<file path="src/verilog/hsc_pkg.sv">
/*
 * hsc_pkg: shared constants and types of the high speed pulse counter bank.
 * Assumes one 100 MHz clock domain and an AXI4-Lite register port.
 */
package hsc_pkg;

	localparam int NUM_TERM = 8;
	localparam int NUM_CNT  = 6;
	localparam int CNT_W    = 32;
	localparam int DATA_W   = 32;
	localparam int ADDR_W   = 8;

	// byte offsets of the register map
	localparam logic [7:0] OFF_CTRL     = 8'h00;
	localparam logic [7:0] OFF_ENABLE   = 8'h04;
	localparam logic [7:0] OFF_DIR      = 8'h08;
	localparam logic [7:0] OFF_STATUS   = 8'h0c;
	localparam logic [7:0] OFF_INPUTS   = 8'h10;
	localparam logic [7:0] OFF_CNT_BASE = 8'h20;

	// control register bit positions
	localparam int BIT_FUNC_CHANGE = 0;
	localparam int BIT_RST_POL     = 1;
	localparam int BIT_HW_SW_A     = 2;
	localparam int BIT_HW_SW_B     = 3;
	localparam int BIT_HW_SW_C     = 4;
	localparam int BIT_EDGE_MUL_A  = 5;
	localparam int BIT_EDGE_MUL_B  = 6;
	localparam int BIT_CMP_ACTIVE  = 7;

	// status and input register field positions
	localparam int POS_DOWN    = 8;
	localparam int POS_CLAIMED = 8;

	// counter slots
	localparam int CNT_SP1_START_A = 0;
	localparam int CNT_SP1_START_B = 1;
	localparam int CNT_SP2_RESET   = 2;
	localparam int CNT_QUAD_BASIC  = 3;
	localparam int CNT_QUAD_HW_RST = 4;
	localparam int CNT_QUAD_START  = 5;

	// values after reset
	localparam logic [7:0]       CTRL_RST   = 8'h00;
	localparam logic [5:0]       ENABLE_RST = 6'h00;
	localparam logic [5:0]       DIR_RST    = 6'h00;
	localparam logic [CNT_W-1:0] CNT_RST    = 32'h0000_0000;

	localparam logic [1:0] RESP_OKAY   = 2'h0;
	localparam logic [1:0] RESP_SLVERR = 2'h2;

	typedef enum logic [2:0] {
		HSC_SP1  = 3'h1,
		HSC_SP2  = 3'h2,
		HSC_QUAD = 3'h4
	} hsc_mode_t;

	typedef enum logic [1:0] {
		HSC_W_IDLE = 2'h1,
		HSC_W_RESP = 2'h2
	} hsc_wst_t;

	typedef enum logic [1:0] {
		HSC_R_IDLE = 2'h1,
		HSC_R_DATA = 2'h2
	} hsc_rst_t;

endpackage

</file>
<file path="src/verilog/hsc_cnt_if.sv">
/*
 * hsc_cnt_if: routing and result bundle between the bank and one counter.
 * Assumes hsc_pkg compiled first.
 */
`timescale 1ns/1ns
interface hsc_cnt_if;
	logic                    a_in;
	logic                    b_in;
	logic                    rst_in;
	logic                    start_in;
	logic                    use_rst;
	logic                    use_start;
	logic                    rst_inv;
	logic                    enable;
	logic                    four_edge;
	logic                    dir_relay;
	logic                    load_en;
	hsc_pkg::hsc_mode_t      mode;
	logic [hsc_pkg::CNT_W-1:0] load_val;
	logic [hsc_pkg::CNT_W-1:0] value;
	logic                    down;

	modport ctl (
		output a_in, b_in, rst_in, start_in, use_rst, use_start, rst_inv,
		output enable, four_edge, dir_relay, load_en, mode, load_val,
		input  value, down
	);
	modport cnt (
		input  a_in, b_in, rst_in, start_in, use_rst, use_start, rst_inv,
		input  enable, four_edge, dir_relay, load_en, mode, load_val,
		output value, down
	);
endinterface // hsc_cnt_if

</file>
<file path="src/verilog/hsc_counter.sv">
/*
 * hsc_counter: one 32-bit up/down counter, single-phase or quadrature.
 * Assumes inputs already synchronised and filtered on aclk.
 */
`timescale 1ns/1ns
module hsc_counter (
	input wire logic aclk,
	input wire logic aresetn,
	input wire logic ce,
	hsc_cnt_if.cnt   bus
);
	logic                      a_q, a_d, b_q, b_d, r_q, r_d;
	logic                      down_q, down_d;
	logic [hsc_pkg::CNT_W-1:0] val_q, val_d;
	logic                      step, dn, rst_hit, run;

	always_comb begin
		a_d    = bus.a_in;
		b_d    = bus.b_in;
		r_d    = bus.rst_in;
		down_d = down_q;
		val_d  = val_q;
		step   = 1'b0;
		dn     = down_q;
		run    = bus.enable && (!bus.use_start || bus.start_in);
		rst_hit = bus.use_rst && (bus.rst_inv ? (r_q && !bus.rst_in)
		                                      : (!r_q && bus.rst_in));
		unique case (bus.mode)
		hsc_pkg::HSC_SP1: begin
			dn   = bus.dir_relay;
			step = bus.a_in && !a_q;
		end
		hsc_pkg::HSC_SP2: begin
			// coincident up and down edges cancel
			step = (bus.a_in && !a_q) != (bus.b_in && !b_q);
			dn   = bus.b_in && !b_q;
		end
		hsc_pkg::HSC_QUAD: begin
			if (bus.four_edge) begin
				step = (bus.a_in != a_q) != (bus.b_in != b_q);
				dn   = a_q ^ bus.b_in;
			end else begin
				step = bus.a_in && !a_q;
				dn   = bus.b_in;
			end
		end
		default: step = 1'b0;
		endcase
		step = step && run;
		if (bus.mode == hsc_pkg::HSC_SP1)
			down_d = bus.dir_relay;
		else if (step)
			down_d = dn;
		if (rst_hit)
			val_d = hsc_pkg::CNT_RST;
		else if (bus.load_en)
			val_d = bus.load_val;
		else if (step)
			val_d = dn ? val_q - 32'h1 : val_q + 32'h1;
	end

	always_ff @(posedge aclk) begin
		if (!aresetn) begin
			a_q    <= 1'b0;
			b_q    <= 1'b0;
			r_q    <= 1'b0;
			down_q <= 1'b0;
			val_q  <= hsc_pkg::CNT_RST;
		end else if (ce) begin
			a_q    <= a_d;
			b_q    <= b_d;
			r_q    <= r_d;
			down_q <= down_d;
			val_q  <= val_d;
		end
	end

	assign bus.value = val_q;
	assign bus.down  = down_q;
endmodule // hsc_counter

</file>
<file path="src/verilog/hsc_top.sv">
/*
 * hsc_top: bank of six high speed pulse counters on eight shared input
 * terminals, with an AXI4-Lite register slave.
 * Assumes one clock aclk, synchronous active-low reset, asynchronous pins.
 */
// Our own choices: the address map and register access over AXI4-Lite.
//
// Summary of operation
// - counters take their inputs from the eight shared input terminals.
// - each counter holds a 32-bit value counting up or down.
// - a single-input counter counts down while its direction relay is set.
// - a quadrature counter picks its own direction and reports it.
// - quadrature counts one edge, four edges when both relays are set.
// - external reset clears on turn-on, on turn-off when inverted.
// - the two single-phase start counters and one two-input counter switch to hardware.
// - one quadrature counter becomes a no-reset software variant.
// - hardware counters fall back to software under comparison use.
`timescale 1ns/1ns
module hsc_top (
	input  wire logic        aclk,
	input  wire logic        aresetn,
	input  wire logic        ce,
	input  wire logic [7:0]  pulse_input_terminal,
	input  wire logic [7:0]  s_axi_awaddr,
	input  wire logic        s_axi_awvalid,
	output logic             s_axi_awready,
	input  wire logic [31:0] s_axi_wdata,
	input  wire logic [3:0]  s_axi_wstrb,
	input  wire logic        s_axi_wvalid,
	output logic             s_axi_wready,
	output logic [1:0]       s_axi_bresp,
	output logic             s_axi_bvalid,
	input  wire logic        s_axi_bready,
	input  wire logic [7:0]  s_axi_araddr,
	input  wire logic        s_axi_arvalid,
	output logic             s_axi_arready,
	output logic [31:0]      s_axi_rdata,
	output logic [1:0]       s_axi_rresp,
	output logic             s_axi_rvalid,
	input  wire logic        s_axi_rready
);
	localparam int NC = hsc_pkg::NUM_CNT;

	function automatic logic [31:0] merge(input logic [31:0] old_v,
		input logic [31:0] new_v, input logic [3:0] strb);
		logic [31:0] r;
		r = old_v;
		for (int k = 0; k < 4; k++)
			if (strb[k])
				r[8*k +: 8] = new_v[8*k +: 8];
		return r;
	endfunction

	function automatic logic cnt_hit(input logic [7:0] addr);
		return addr[7:2] >= hsc_pkg::OFF_CNT_BASE[7:2] &&
		       addr[7:2] < hsc_pkg::OFF_CNT_BASE[7:2] + 6'(NC);
	endfunction

	function automatic logic [2:0] cnt_idx(input logic [7:0] addr);
		logic [5:0] d;
		d = addr[7:2] - hsc_pkg::OFF_CNT_BASE[7:2];
		return d[2:0];
	endfunction

	// input synchroniser and agreement filter
	logic [7:0] s1_q, s2_q, s3_q, flt_q, flt_d;

	always_comb begin
		// a level moves only once stages two and three agree
		flt_d = (flt_q & (s2_q ^ s3_q)) | (s3_q & ~(s2_q ^ s3_q));
	end

	always_ff @(posedge aclk) begin
		if (!aresetn) begin
			s1_q  <= 8'h00;
			s2_q  <= 8'h00;
			s3_q  <= 8'h00;
			flt_q <= 8'h00;
		end else if (ce) begin
			s1_q  <= pulse_input_terminal;
			s2_q  <= s1_q;
			s3_q  <= s2_q;
			flt_q <= flt_d;
		end
	end

	// software-visible relays
	logic [7:0]  ctrl_q, ctrl_d;
	logic [5:0]  en_q, en_d, dir_q, dir_d;
	logic [5:0]  load_en;
	logic [31:0] load_val;

	// terminal routing
	logic            fc, op_a, op_b, op_c, cmp;
	logic [NC-1:0]   m_a, m_b, m_r, m_s, m_ur, m_us, m_four;
	hsc_pkg::hsc_mode_t m_mode [NC];
	logic [7:0]      use_mask [NC];
	logic [7:0]      claimed;
	logic [5:0]      sw_impl;

	always_comb begin
		fc   = ctrl_q[hsc_pkg::BIT_FUNC_CHANGE];
		op_a = fc && ctrl_q[hsc_pkg::BIT_HW_SW_A];
		op_b = fc && ctrl_q[hsc_pkg::BIT_HW_SW_B];
		op_c = fc && ctrl_q[hsc_pkg::BIT_HW_SW_C];
		cmp  = ctrl_q[hsc_pkg::BIT_CMP_ACTIVE];
		m_a = '0; m_b = '0; m_r = '0; m_s = '0;
		m_ur = '0; m_us = '0; m_four = '0;
		for (int i = 0; i < NC; i++) begin
			m_mode[i]   = hsc_pkg::HSC_QUAD;
			use_mask[i] = 8'h00;
		end
		m_mode[0] = hsc_pkg::HSC_SP1;
		if (op_a) begin
			m_a[0] = flt_q[6];
			use_mask[0] = 8'h40;
		end else begin
			m_a[0] = flt_q[0];
			m_r[0] = flt_q[1];
			m_s[0] = flt_q[6];
			m_ur[0] = 1'b1;
			m_us[0] = 1'b1;
			use_mask[0] = 8'h43;
		end
		m_mode[1] = hsc_pkg::HSC_SP1;
		if (op_b) begin
			m_a[1] = flt_q[7];
			use_mask[1] = 8'h80;
		end else begin
			m_a[1] = flt_q[2];
			m_r[1] = flt_q[3];
			m_s[1] = flt_q[7];
			m_ur[1] = 1'b1;
			m_us[1] = 1'b1;
			use_mask[1] = 8'h8c;
		end
		m_mode[2] = hsc_pkg::HSC_SP2;
		m_a[2] = flt_q[3];
		m_b[2] = flt_q[4];
		m_r[2] = flt_q[5];
		m_ur[2] = !op_c;
		use_mask[2] = op_c ? 8'h18 : 8'h38;
		m_a[3] = flt_q[0];
		m_b[3] = flt_q[1];
		m_four[3] = fc && ctrl_q[hsc_pkg::BIT_EDGE_MUL_A];
		use_mask[3] = 8'h03;
		m_a[4] = flt_q[3];
		m_b[4] = flt_q[4];
		m_r[4] = flt_q[5];
		m_ur[4] = !op_c;
		m_four[4] = fc && ctrl_q[hsc_pkg::BIT_EDGE_MUL_B];
		use_mask[4] = op_c ? 8'h18 : 8'h38;
		m_a[5] = flt_q[0];
		m_b[5] = flt_q[1];
		m_r[5] = flt_q[2];
		m_s[5] = flt_q[6];
		m_ur[5] = 1'b1;
		m_us[5] = 1'b1;
		m_four[5] = fc && ctrl_q[hsc_pkg::BIT_EDGE_MUL_A];
		use_mask[5] = 8'h47;
		claimed = 8'h00;
		for (int i = 0; i < NC; i++)
			if (en_q[i])
				claimed = claimed | use_mask[i];
		// software fallback
		// comparison use pulls every hardware variant back to software
		sw_impl[0] = !op_a || cmp;
		sw_impl[1] = !op_b || cmp;
		sw_impl[2] = !op_c || cmp;
		sw_impl[3] = cmp;
		// an inverted reset also forces the reset variant to software
		sw_impl[4] = cmp || op_c || (fc && ctrl_q[hsc_pkg::BIT_RST_POL]);
		sw_impl[5] = 1'b1;
	end

	hsc_cnt_if cif [NC] ();
	logic [31:0] cnt_val [NC];
	logic [5:0]  cnt_dn;

	for (genvar i = 0; i < NC; i++) begin : g_cnt
		assign cif[i].a_in      = m_a[i];
		assign cif[i].b_in      = m_b[i];
		assign cif[i].rst_in    = m_r[i];
		assign cif[i].start_in  = m_s[i];
		assign cif[i].use_rst   = m_ur[i];
		assign cif[i].use_start = m_us[i];
		assign cif[i].rst_inv   = fc && ctrl_q[hsc_pkg::BIT_RST_POL];
		assign cif[i].enable    = en_q[i];
		assign cif[i].four_edge = m_four[i];
		assign cif[i].dir_relay = dir_q[i];
		assign cif[i].load_en   = load_en[i];
		assign cif[i].load_val  = load_val;
		assign cif[i].mode      = m_mode[i];
		assign cnt_val[i]       = cif[i].value;
		assign cnt_dn[i]        = cif[i].down;
		hsc_counter u_cnt (
			.aclk    (aclk),
			.aresetn (aresetn),
			.ce      (ce),
			.bus     (cif[i].cnt)
		);
	end

	// write channel
	hsc_pkg::hsc_wst_t wst_q, wst_d;
	logic        aw_have_q, aw_have_d, w_have_q, w_have_d;
	logic [7:0]  awaddr_q, awaddr_d;
	logic [31:0] wdata_q, wdata_d;
	logic [3:0]  wstrb_q, wstrb_d;
	logic        awready_d, wready_d, bvalid_d;
	logic [1:0]  bresp_d;
	logic [31:0] wm;

	always_comb begin
		wst_d = wst_q;
		aw_have_d = aw_have_q;
		w_have_d = w_have_q;
		awaddr_d = awaddr_q;
		wdata_d = wdata_q;
		wstrb_d = wstrb_q;
		bvalid_d = s_axi_bvalid;
		bresp_d = s_axi_bresp;
		ctrl_d = ctrl_q;
		en_d = en_q;
		dir_d = dir_q;
		load_en = 6'h00;
		wm = 32'h0000_0000;
		load_val = merge(cnt_val[cnt_idx(awaddr_q)], wdata_q, wstrb_q);
		if (s_axi_awvalid && s_axi_awready) begin
			awaddr_d = s_axi_awaddr;
			aw_have_d = 1'b1;
		end
		if (s_axi_wvalid && s_axi_wready) begin
			wdata_d = s_axi_wdata;
			wstrb_d = s_axi_wstrb;
			w_have_d = 1'b1;
		end
		unique case (wst_q)
		hsc_pkg::HSC_W_IDLE: if (aw_have_q && w_have_q) begin
			aw_have_d = 1'b0;
			w_have_d = 1'b0;
			bvalid_d = 1'b1;
			bresp_d = hsc_pkg::RESP_OKAY;
			wst_d = hsc_pkg::HSC_W_RESP;
			if (cnt_hit(awaddr_q))
				load_en[cnt_idx(awaddr_q)] = 1'b1;
			else unique case (awaddr_q[7:2])
			hsc_pkg::OFF_CTRL[7:2]: begin
				wm = merge({24'h0, ctrl_q}, wdata_q, wstrb_q);
				ctrl_d = wm[7:0];
			end
			hsc_pkg::OFF_ENABLE[7:2]: begin
				wm = merge({26'h0, en_q}, wdata_q, wstrb_q);
				en_d = wm[5:0];
			end
			hsc_pkg::OFF_DIR[7:2]: begin
				wm = merge({26'h0, dir_q}, wdata_q, wstrb_q);
				dir_d = wm[5:0];
			end
			hsc_pkg::OFF_STATUS[7:2], hsc_pkg::OFF_INPUTS[7:2]: ;
			default: bresp_d = hsc_pkg::RESP_SLVERR;
			endcase
		end
		hsc_pkg::HSC_W_RESP: if (s_axi_bready) begin
			bvalid_d = 1'b0;
			wst_d = hsc_pkg::HSC_W_IDLE;
		end
		endcase
		// address and data are each taken once per write, in any order
		awready_d = wst_d == hsc_pkg::HSC_W_IDLE && !aw_have_d;
		wready_d = wst_d == hsc_pkg::HSC_W_IDLE && !w_have_d;
	end

	always_ff @(posedge aclk) begin
		if (!aresetn) begin
			wst_q <= hsc_pkg::HSC_W_IDLE;
			aw_have_q <= 1'b0;
			w_have_q <= 1'b0;
			awaddr_q <= 8'h00;
			wdata_q <= 32'h0000_0000;
			wstrb_q <= 4'h0;
			s_axi_awready <= 1'b0;
			s_axi_wready <= 1'b0;
			s_axi_bvalid <= 1'b0;
			s_axi_bresp <= hsc_pkg::RESP_OKAY;
			ctrl_q <= hsc_pkg::CTRL_RST;
			en_q <= hsc_pkg::ENABLE_RST;
			dir_q <= hsc_pkg::DIR_RST;
		end else if (ce) begin
			wst_q <= wst_d;
			aw_have_q <= aw_have_d;
			w_have_q <= w_have_d;
			awaddr_q <= awaddr_d;
			wdata_q <= wdata_d;
			wstrb_q <= wstrb_d;
			s_axi_awready <= awready_d;
			s_axi_wready <= wready_d;
			s_axi_bvalid <= bvalid_d;
			s_axi_bresp <= bresp_d;
			ctrl_q <= ctrl_d;
			en_q <= en_d;
			dir_q <= dir_d;
		end
	end

	// read channel
	hsc_pkg::hsc_rst_t rst_q, rst_d;
	logic        arready_d, rvalid_d;
	logic [31:0] rdata_d;
	logic [1:0]  rresp_d;

	always_comb begin
		rst_d = rst_q;
		arready_d = s_axi_arready;
		rvalid_d = s_axi_rvalid;
		rdata_d = s_axi_rdata;
		rresp_d = s_axi_rresp;
		unique case (rst_q)
		hsc_pkg::HSC_R_IDLE: if (s_axi_arvalid && s_axi_arready) begin
			arready_d = 1'b0;
			rvalid_d = 1'b1;
			rresp_d = hsc_pkg::RESP_OKAY;
			rdata_d = 32'h0000_0000;
			rst_d = hsc_pkg::HSC_R_DATA;
			if (cnt_hit(s_axi_araddr))
				rdata_d = cnt_val[cnt_idx(s_axi_araddr)];
			else unique case (s_axi_araddr[7:2])
			hsc_pkg::OFF_CTRL[7:2]:   rdata_d[7:0] = ctrl_q;
			hsc_pkg::OFF_ENABLE[7:2]: rdata_d[5:0] = en_q;
			hsc_pkg::OFF_DIR[7:2]:    rdata_d[5:0] = dir_q;
			hsc_pkg::OFF_STATUS[7:2]: begin
				rdata_d[5:0] = sw_impl;
				rdata_d[hsc_pkg::POS_DOWN +: 6] = cnt_dn;
			end
			hsc_pkg::OFF_INPUTS[7:2]: begin
				rdata_d[7:0] = flt_q;
				rdata_d[hsc_pkg::POS_CLAIMED +: 8] = claimed;
			end
			default: rresp_d = hsc_pkg::RESP_SLVERR;
			endcase
		end
		hsc_pkg::HSC_R_DATA: if (s_axi_rready) begin
			rvalid_d = 1'b0;
			arready_d = 1'b1;
			rst_d = hsc_pkg::HSC_R_IDLE;
		end
		endcase
		if (rst_q == hsc_pkg::HSC_R_IDLE && !s_axi_arvalid)
			arready_d = 1'b1;
	end

	always_ff @(posedge aclk) begin
		if (!aresetn) begin
			rst_q <= hsc_pkg::HSC_R_IDLE;
			s_axi_arready <= 1'b0;
			s_axi_rvalid <= 1'b0;
			s_axi_rdata <= 32'h0000_0000;
			s_axi_rresp <= hsc_pkg::RESP_OKAY;
		end else if (ce) begin
			rst_q <= rst_d;
			s_axi_arready <= arready_d;
			s_axi_rvalid <= rvalid_d;
			s_axi_rdata <= rdata_d;
			s_axi_rresp <= rresp_d;
		end
	end
endmodule // hsc_top
</file>
<file path="config.mk">
export PLATFORM = sky130hd
export DESIGN_NAME = hsc_top
export DESIGN_NICKNAME = d
export VERILOG_FILES = /design/src/verilog/hsc_pkg.sv /design/src/verilog/hsc_cnt_if.sv /design/src/verilog/hsc_counter.sv /design/src/verilog/hsc_top.sv
export SDC_FILE = /design/constraint.sdc
export NUM_CORES = 2
export LEC_CHECK = 0
export ABC_CLOCK_PERIOD_IN_PS = 9000
export BUFFER_PORTS_ARGS = -buffer_cell sky130_fd_sc_hd__buf_4
export CORE_MARGIN = 2
export CORE_UTILIZATION = 30
export DETAILED_ROUTE_END_ITERATION = 8
export PLACE_DENSITY = 0.46
export SYNTH_ARGS = -nofsm -noshare
export SYNTH_HDL_FRONTEND = slang
export SYNTH_HIERARCHICAL = 1
export SYNTH_SLANG_ARGS = --single-unit
</file>
<file path="constraint.sdc">
create_clock -name aclk -period 9 [get_ports aclk]
set_input_delay 0.9 -clock aclk [delete_from_list [all_inputs] [get_ports aclk]]
set_output_delay 0.9 -clock aclk [all_outputs]
set_load 0.01 [all_outputs]
</file>
==> metrics.txt <==
kind of critical path=reg2reg; slew margin rel.=about a fifth; Num CTS Buffers=48; R2R cell count=17; Core Box Area=100000 um^2; placed cells=5063; gr ovfl total=0; via count=28070; Hold Vio Cnt, Final=0; DR vias/cell=about 5.5; vias in the first global route=about 26000; endpoints failing setup=0; Die W=~320 um; total wire length=around 110 mm; largest net degree at the start of global routing=84; hold path startpoint=wdata_q[27]; Antenna Violating Nets Remaining=0; Die Ht=approximately 320 um; Post-synth ARST share=0%; # nets final=between 4000 and 5000; DRC Markers=0; worst hold path type=reg2reg; Max IR drop VDD=between 0.1 and 0.15 mV; flop and latch count out of synthesis=between 300 and 400; Post-Layout Cell Count=roughly 5200; Post-synth EDFFs=0; reg2reg start=ctrl_q[0]; Largest stage delay, worst path=between 0.4 and 0.5 ns; Period minus WS final=~4.6 ns; Worst path slowest cell=dfxtp_1; total power=between 3 and 4 mW; commonest non-fill, non-tap cell in the layout=nand2_1; # rows=116; Crit path required time=9.53 ns; Hold Path Sink=wdata_q[27]; Worst Path Buf+Inv=1; crit path DAT=5.15 ns; Top-Level Pins=between 100 and 150; Max Fclk=between 200 and 250 MHz; PwrDens=around 120 nW/um^2; cts hold-fix bufs=0; post-synth cell types=130; WL/cell=roughly 22 um; Setup TNS=0 ns; CTS tree=built; clock buffer depth=3; Reg clk slew, reported paths=0.06 ns; Cells after Synth=3696; CTS root buf=clkbuf_16; R2R Path End=g_cnt[5].u_cnt/bus.value[31]; flop-to-flop setup slack=4.38 ns; Slew Viols, Final=0; syn avg cell area=around 8.2 um^2; mapped cell area=roughly 30000 um^2; total of max-cap violations=0; status=finished clean; number of synthesis warnings=6; Worst Hold Path Cells=2; largest area contributor in the netlist=dfxtp_1; Clk Latency, worst-skew pair=0.64 ns; DP HPWL=slightly below 90 mm; Crit path max-delay family=compound AO/OA/AOI/OAI gates; initial antenna violation count=3; worst clock skew=between 0.03 and 0.04 ns; P&R area growth vs syn=12.64%; startpoint types=flop; Synth area leaders=dfxtp_1, ha_1, mux2i_1; Total Routing Usage GR=a little over a fifth; Leak=around 13 nW; predominant post-synthesis flop cell=dfxtp_1; share of cells above drive strength 1=between 10% and 20%; GP Congestion=0.9092; Final period util=around half; Crit. End Element=flop; Tightest Pin Transition=around 1.2 ns; sequential fraction of the synthesis area=between 20% and 30%; crit-path max FO=31; highest-count cells in the layout ignoring fill and taps=nand2_1, dfxtp_1, a21oi_1, o21ai_0, ha_1; first-pass GRT wire length=approximately 170 mm; Post-CTS Setup Inserts=0; Port-buffer cells=just over 100; Core Util, Final=between 30% and 40%; First DRT Iteration DRCs=roughly 2200; die area=~100000 um^2; RSZ-0062 raised after global routing=false; DRT Pass-1 Iters=6; Initial Util=a little under a third; PostCTS Resize Cnt=0; CTS sink cnt=about 350; post-synth top area share=around a quarter; crit-path cells=and2_1 > nand2_1 > xnor2_1 > o21a_1 > nor2_1 > o32ai_4 > buf_4 > ha_1 > nand3_1 > o211ai_1 > nand3_1 > a211oi_2 > o21ai_1 > a31oi_1 > xnor2_1 > mux2i_1 > a211oi_1; Max H-tree Level=2
## worst max-delay path by stage
stage / start / endpoint / slack (ns) / cells past startpoint
6_report: ctrl_q[0] / g_cnt[5].u_cnt/bus.value[31] / 4.38 / 17
5_1_grt: ctrl_q[0] / g_cnt[5].u_cnt/bus.value[24] / 4.07 / 18
4_1_cts: ctrl_q[0] / g_cnt[5].u_cnt/bus.value[31] / 4.42 / 17
3_5_place_dp: ctrl_q[0] / g_cnt[5].u_cnt/bus.value[31] / 4.46 / 17
3_3_place_gp: ctrl_q[0] / g_cnt[5].u_cnt/bus.value[31] / 4.42 / 17
2_1_floorplan: ctrl_q[0] / g_cnt[5].u_cnt/bus.value[20] / 4.32 / 18
## power breakdown
| group | internal [mW] | switching, mW |
|---|---|---|
| sequential | 1.58 | 0.0182 |
| clock | 1.16 | 0.817 |
| combinational | 0.138 | 0.233 |
| total | 2.88 | 1.07 |
## routing by layer
metal / track usage (%) / vias up / routed length (um) / part of all wire, %
met5: 0 / - / 0 / 0
met4: 6.947 / 0 / 3513 / 3.1
met3: 2.877 / 160 / 6101 / 5.3
met2: 34.42 / 785 / 51340 / 45
met1: 30.12 / 13290 / 53930 / 47
li1: - / 13840 / - / -
## stage by stage
step / hold slack [ns] / setup slack (ns) / area, um^2
5_1_grt: 0.4886 / 4.071 / 34020
3_5_place_dp: 0.4565 / 4.464 / 32450
4_1_cts: 0.4641 / 4.416 / 34020
2_1_floorplan: 0.4400 / 4.324 / 30700
6_report: 0.4612 / 4.379 / 34030
3_3_place_gp: 0.4530 / 4.418 / 32450
## worst reg2reg max path, cell delays in order, from the launching register on
cell and delay (ns):
dfxtp_1 0.49, and2_1 0.39, nand2_1 0.12, xnor2_1 0.14, o21a_1 0.16, nor2_1 0.17
o32ai_4 0.12, buf_4 0.27, ha_1 0.44, nand3_1 0.10, o211ai_1 0.27, nand3_1 0.28
a211oi_2 0.42, o21ai_1 0.14, a31oi_1 0.46, xnor2_1 0.21, mux2i_1 0.10, a211oi_1 0.23
## cell families after synthesis
| family | share of synthesized area [%] |
|---|---|
| and+or+nand+nor | 18.70 |
| xor gates and xnor gates | 4.494 |
| other | 0.02486 |
| adders and majority gates | 8.516 |
| DFF | 23.46 |
| buffers and inverters | 5.422 |
| AOI/OAI and AO/OA | 28.35 |
| muxes | 11.03 |
## sequential cells by signal, summed over array words and instances, names as in the netlist, 2 cells and up, named ones only
name / count
s1_q: 8
ctrl_q: 8
en_q: 6
s3_q: 8
g_cnt.u_cnt/bus.value: 192
g_cnt.u_cnt/bus.down: 6
s_axi_rdata: 32
s2_q: 8
wdata_q: 32
awaddr_q: 6
wst_q: 2
dir_q: 6
g_cnt.u_cnt/r_q: 6
g_cnt.u_cnt/a_q: 6
g_cnt.u_cnt/b_q: 6
wstrb_q: 4
## Yosys cell counts (11+ instances only)
master / n
a32oi_1: 18
o31ai_1: 21
nor2b_1: 133
a31oi_1: 52
mux4_2: 56
nor2_1: 167
a21boi_0: 63
nand4_1: 30
o21bai_1: 23
or3_1: 16
and2_1: 35
a22o_1: 34
buf_1: 15
a21oi_1: 283
o21ai_0: 225
a211oi_1: 28
inv_1: 154
xor2_1: 67
buf_4: 13
xnor2_1: 88
ha_1: 192
o21ai_1: 74
and3b_1: 11
dfxtp_1: 354
mux2_2: 39
a22oi_1: 77
clkbuf_1: 116
buf_2: 38
and3_1: 26
o211ai_1: 34
o21a_1: 38
a211o_1: 13
o22ai_1: 53
nand2_1: 360
nand3b_1: 14
nor3_1: 69
mux2i_1: 163
o221ai_1: 12
a21o_1: 79
nand3_1: 88
a221oi_1: 11
nand2b_1: 40
## area by class of cell
cell class	count	area (um^2)
Sequential cell	354	7092
Inverter	161	604.3
Antenna cell	3	7.507
Timing Repair Buffer	143	1084
Multi-Input combinational cell	3107	22050
Tap cell	1298	1624
Clock inverter	12	168.9
Fill cell	10640	65970
Clock buffer	72	1401
(Power assumes the default switching activity.)
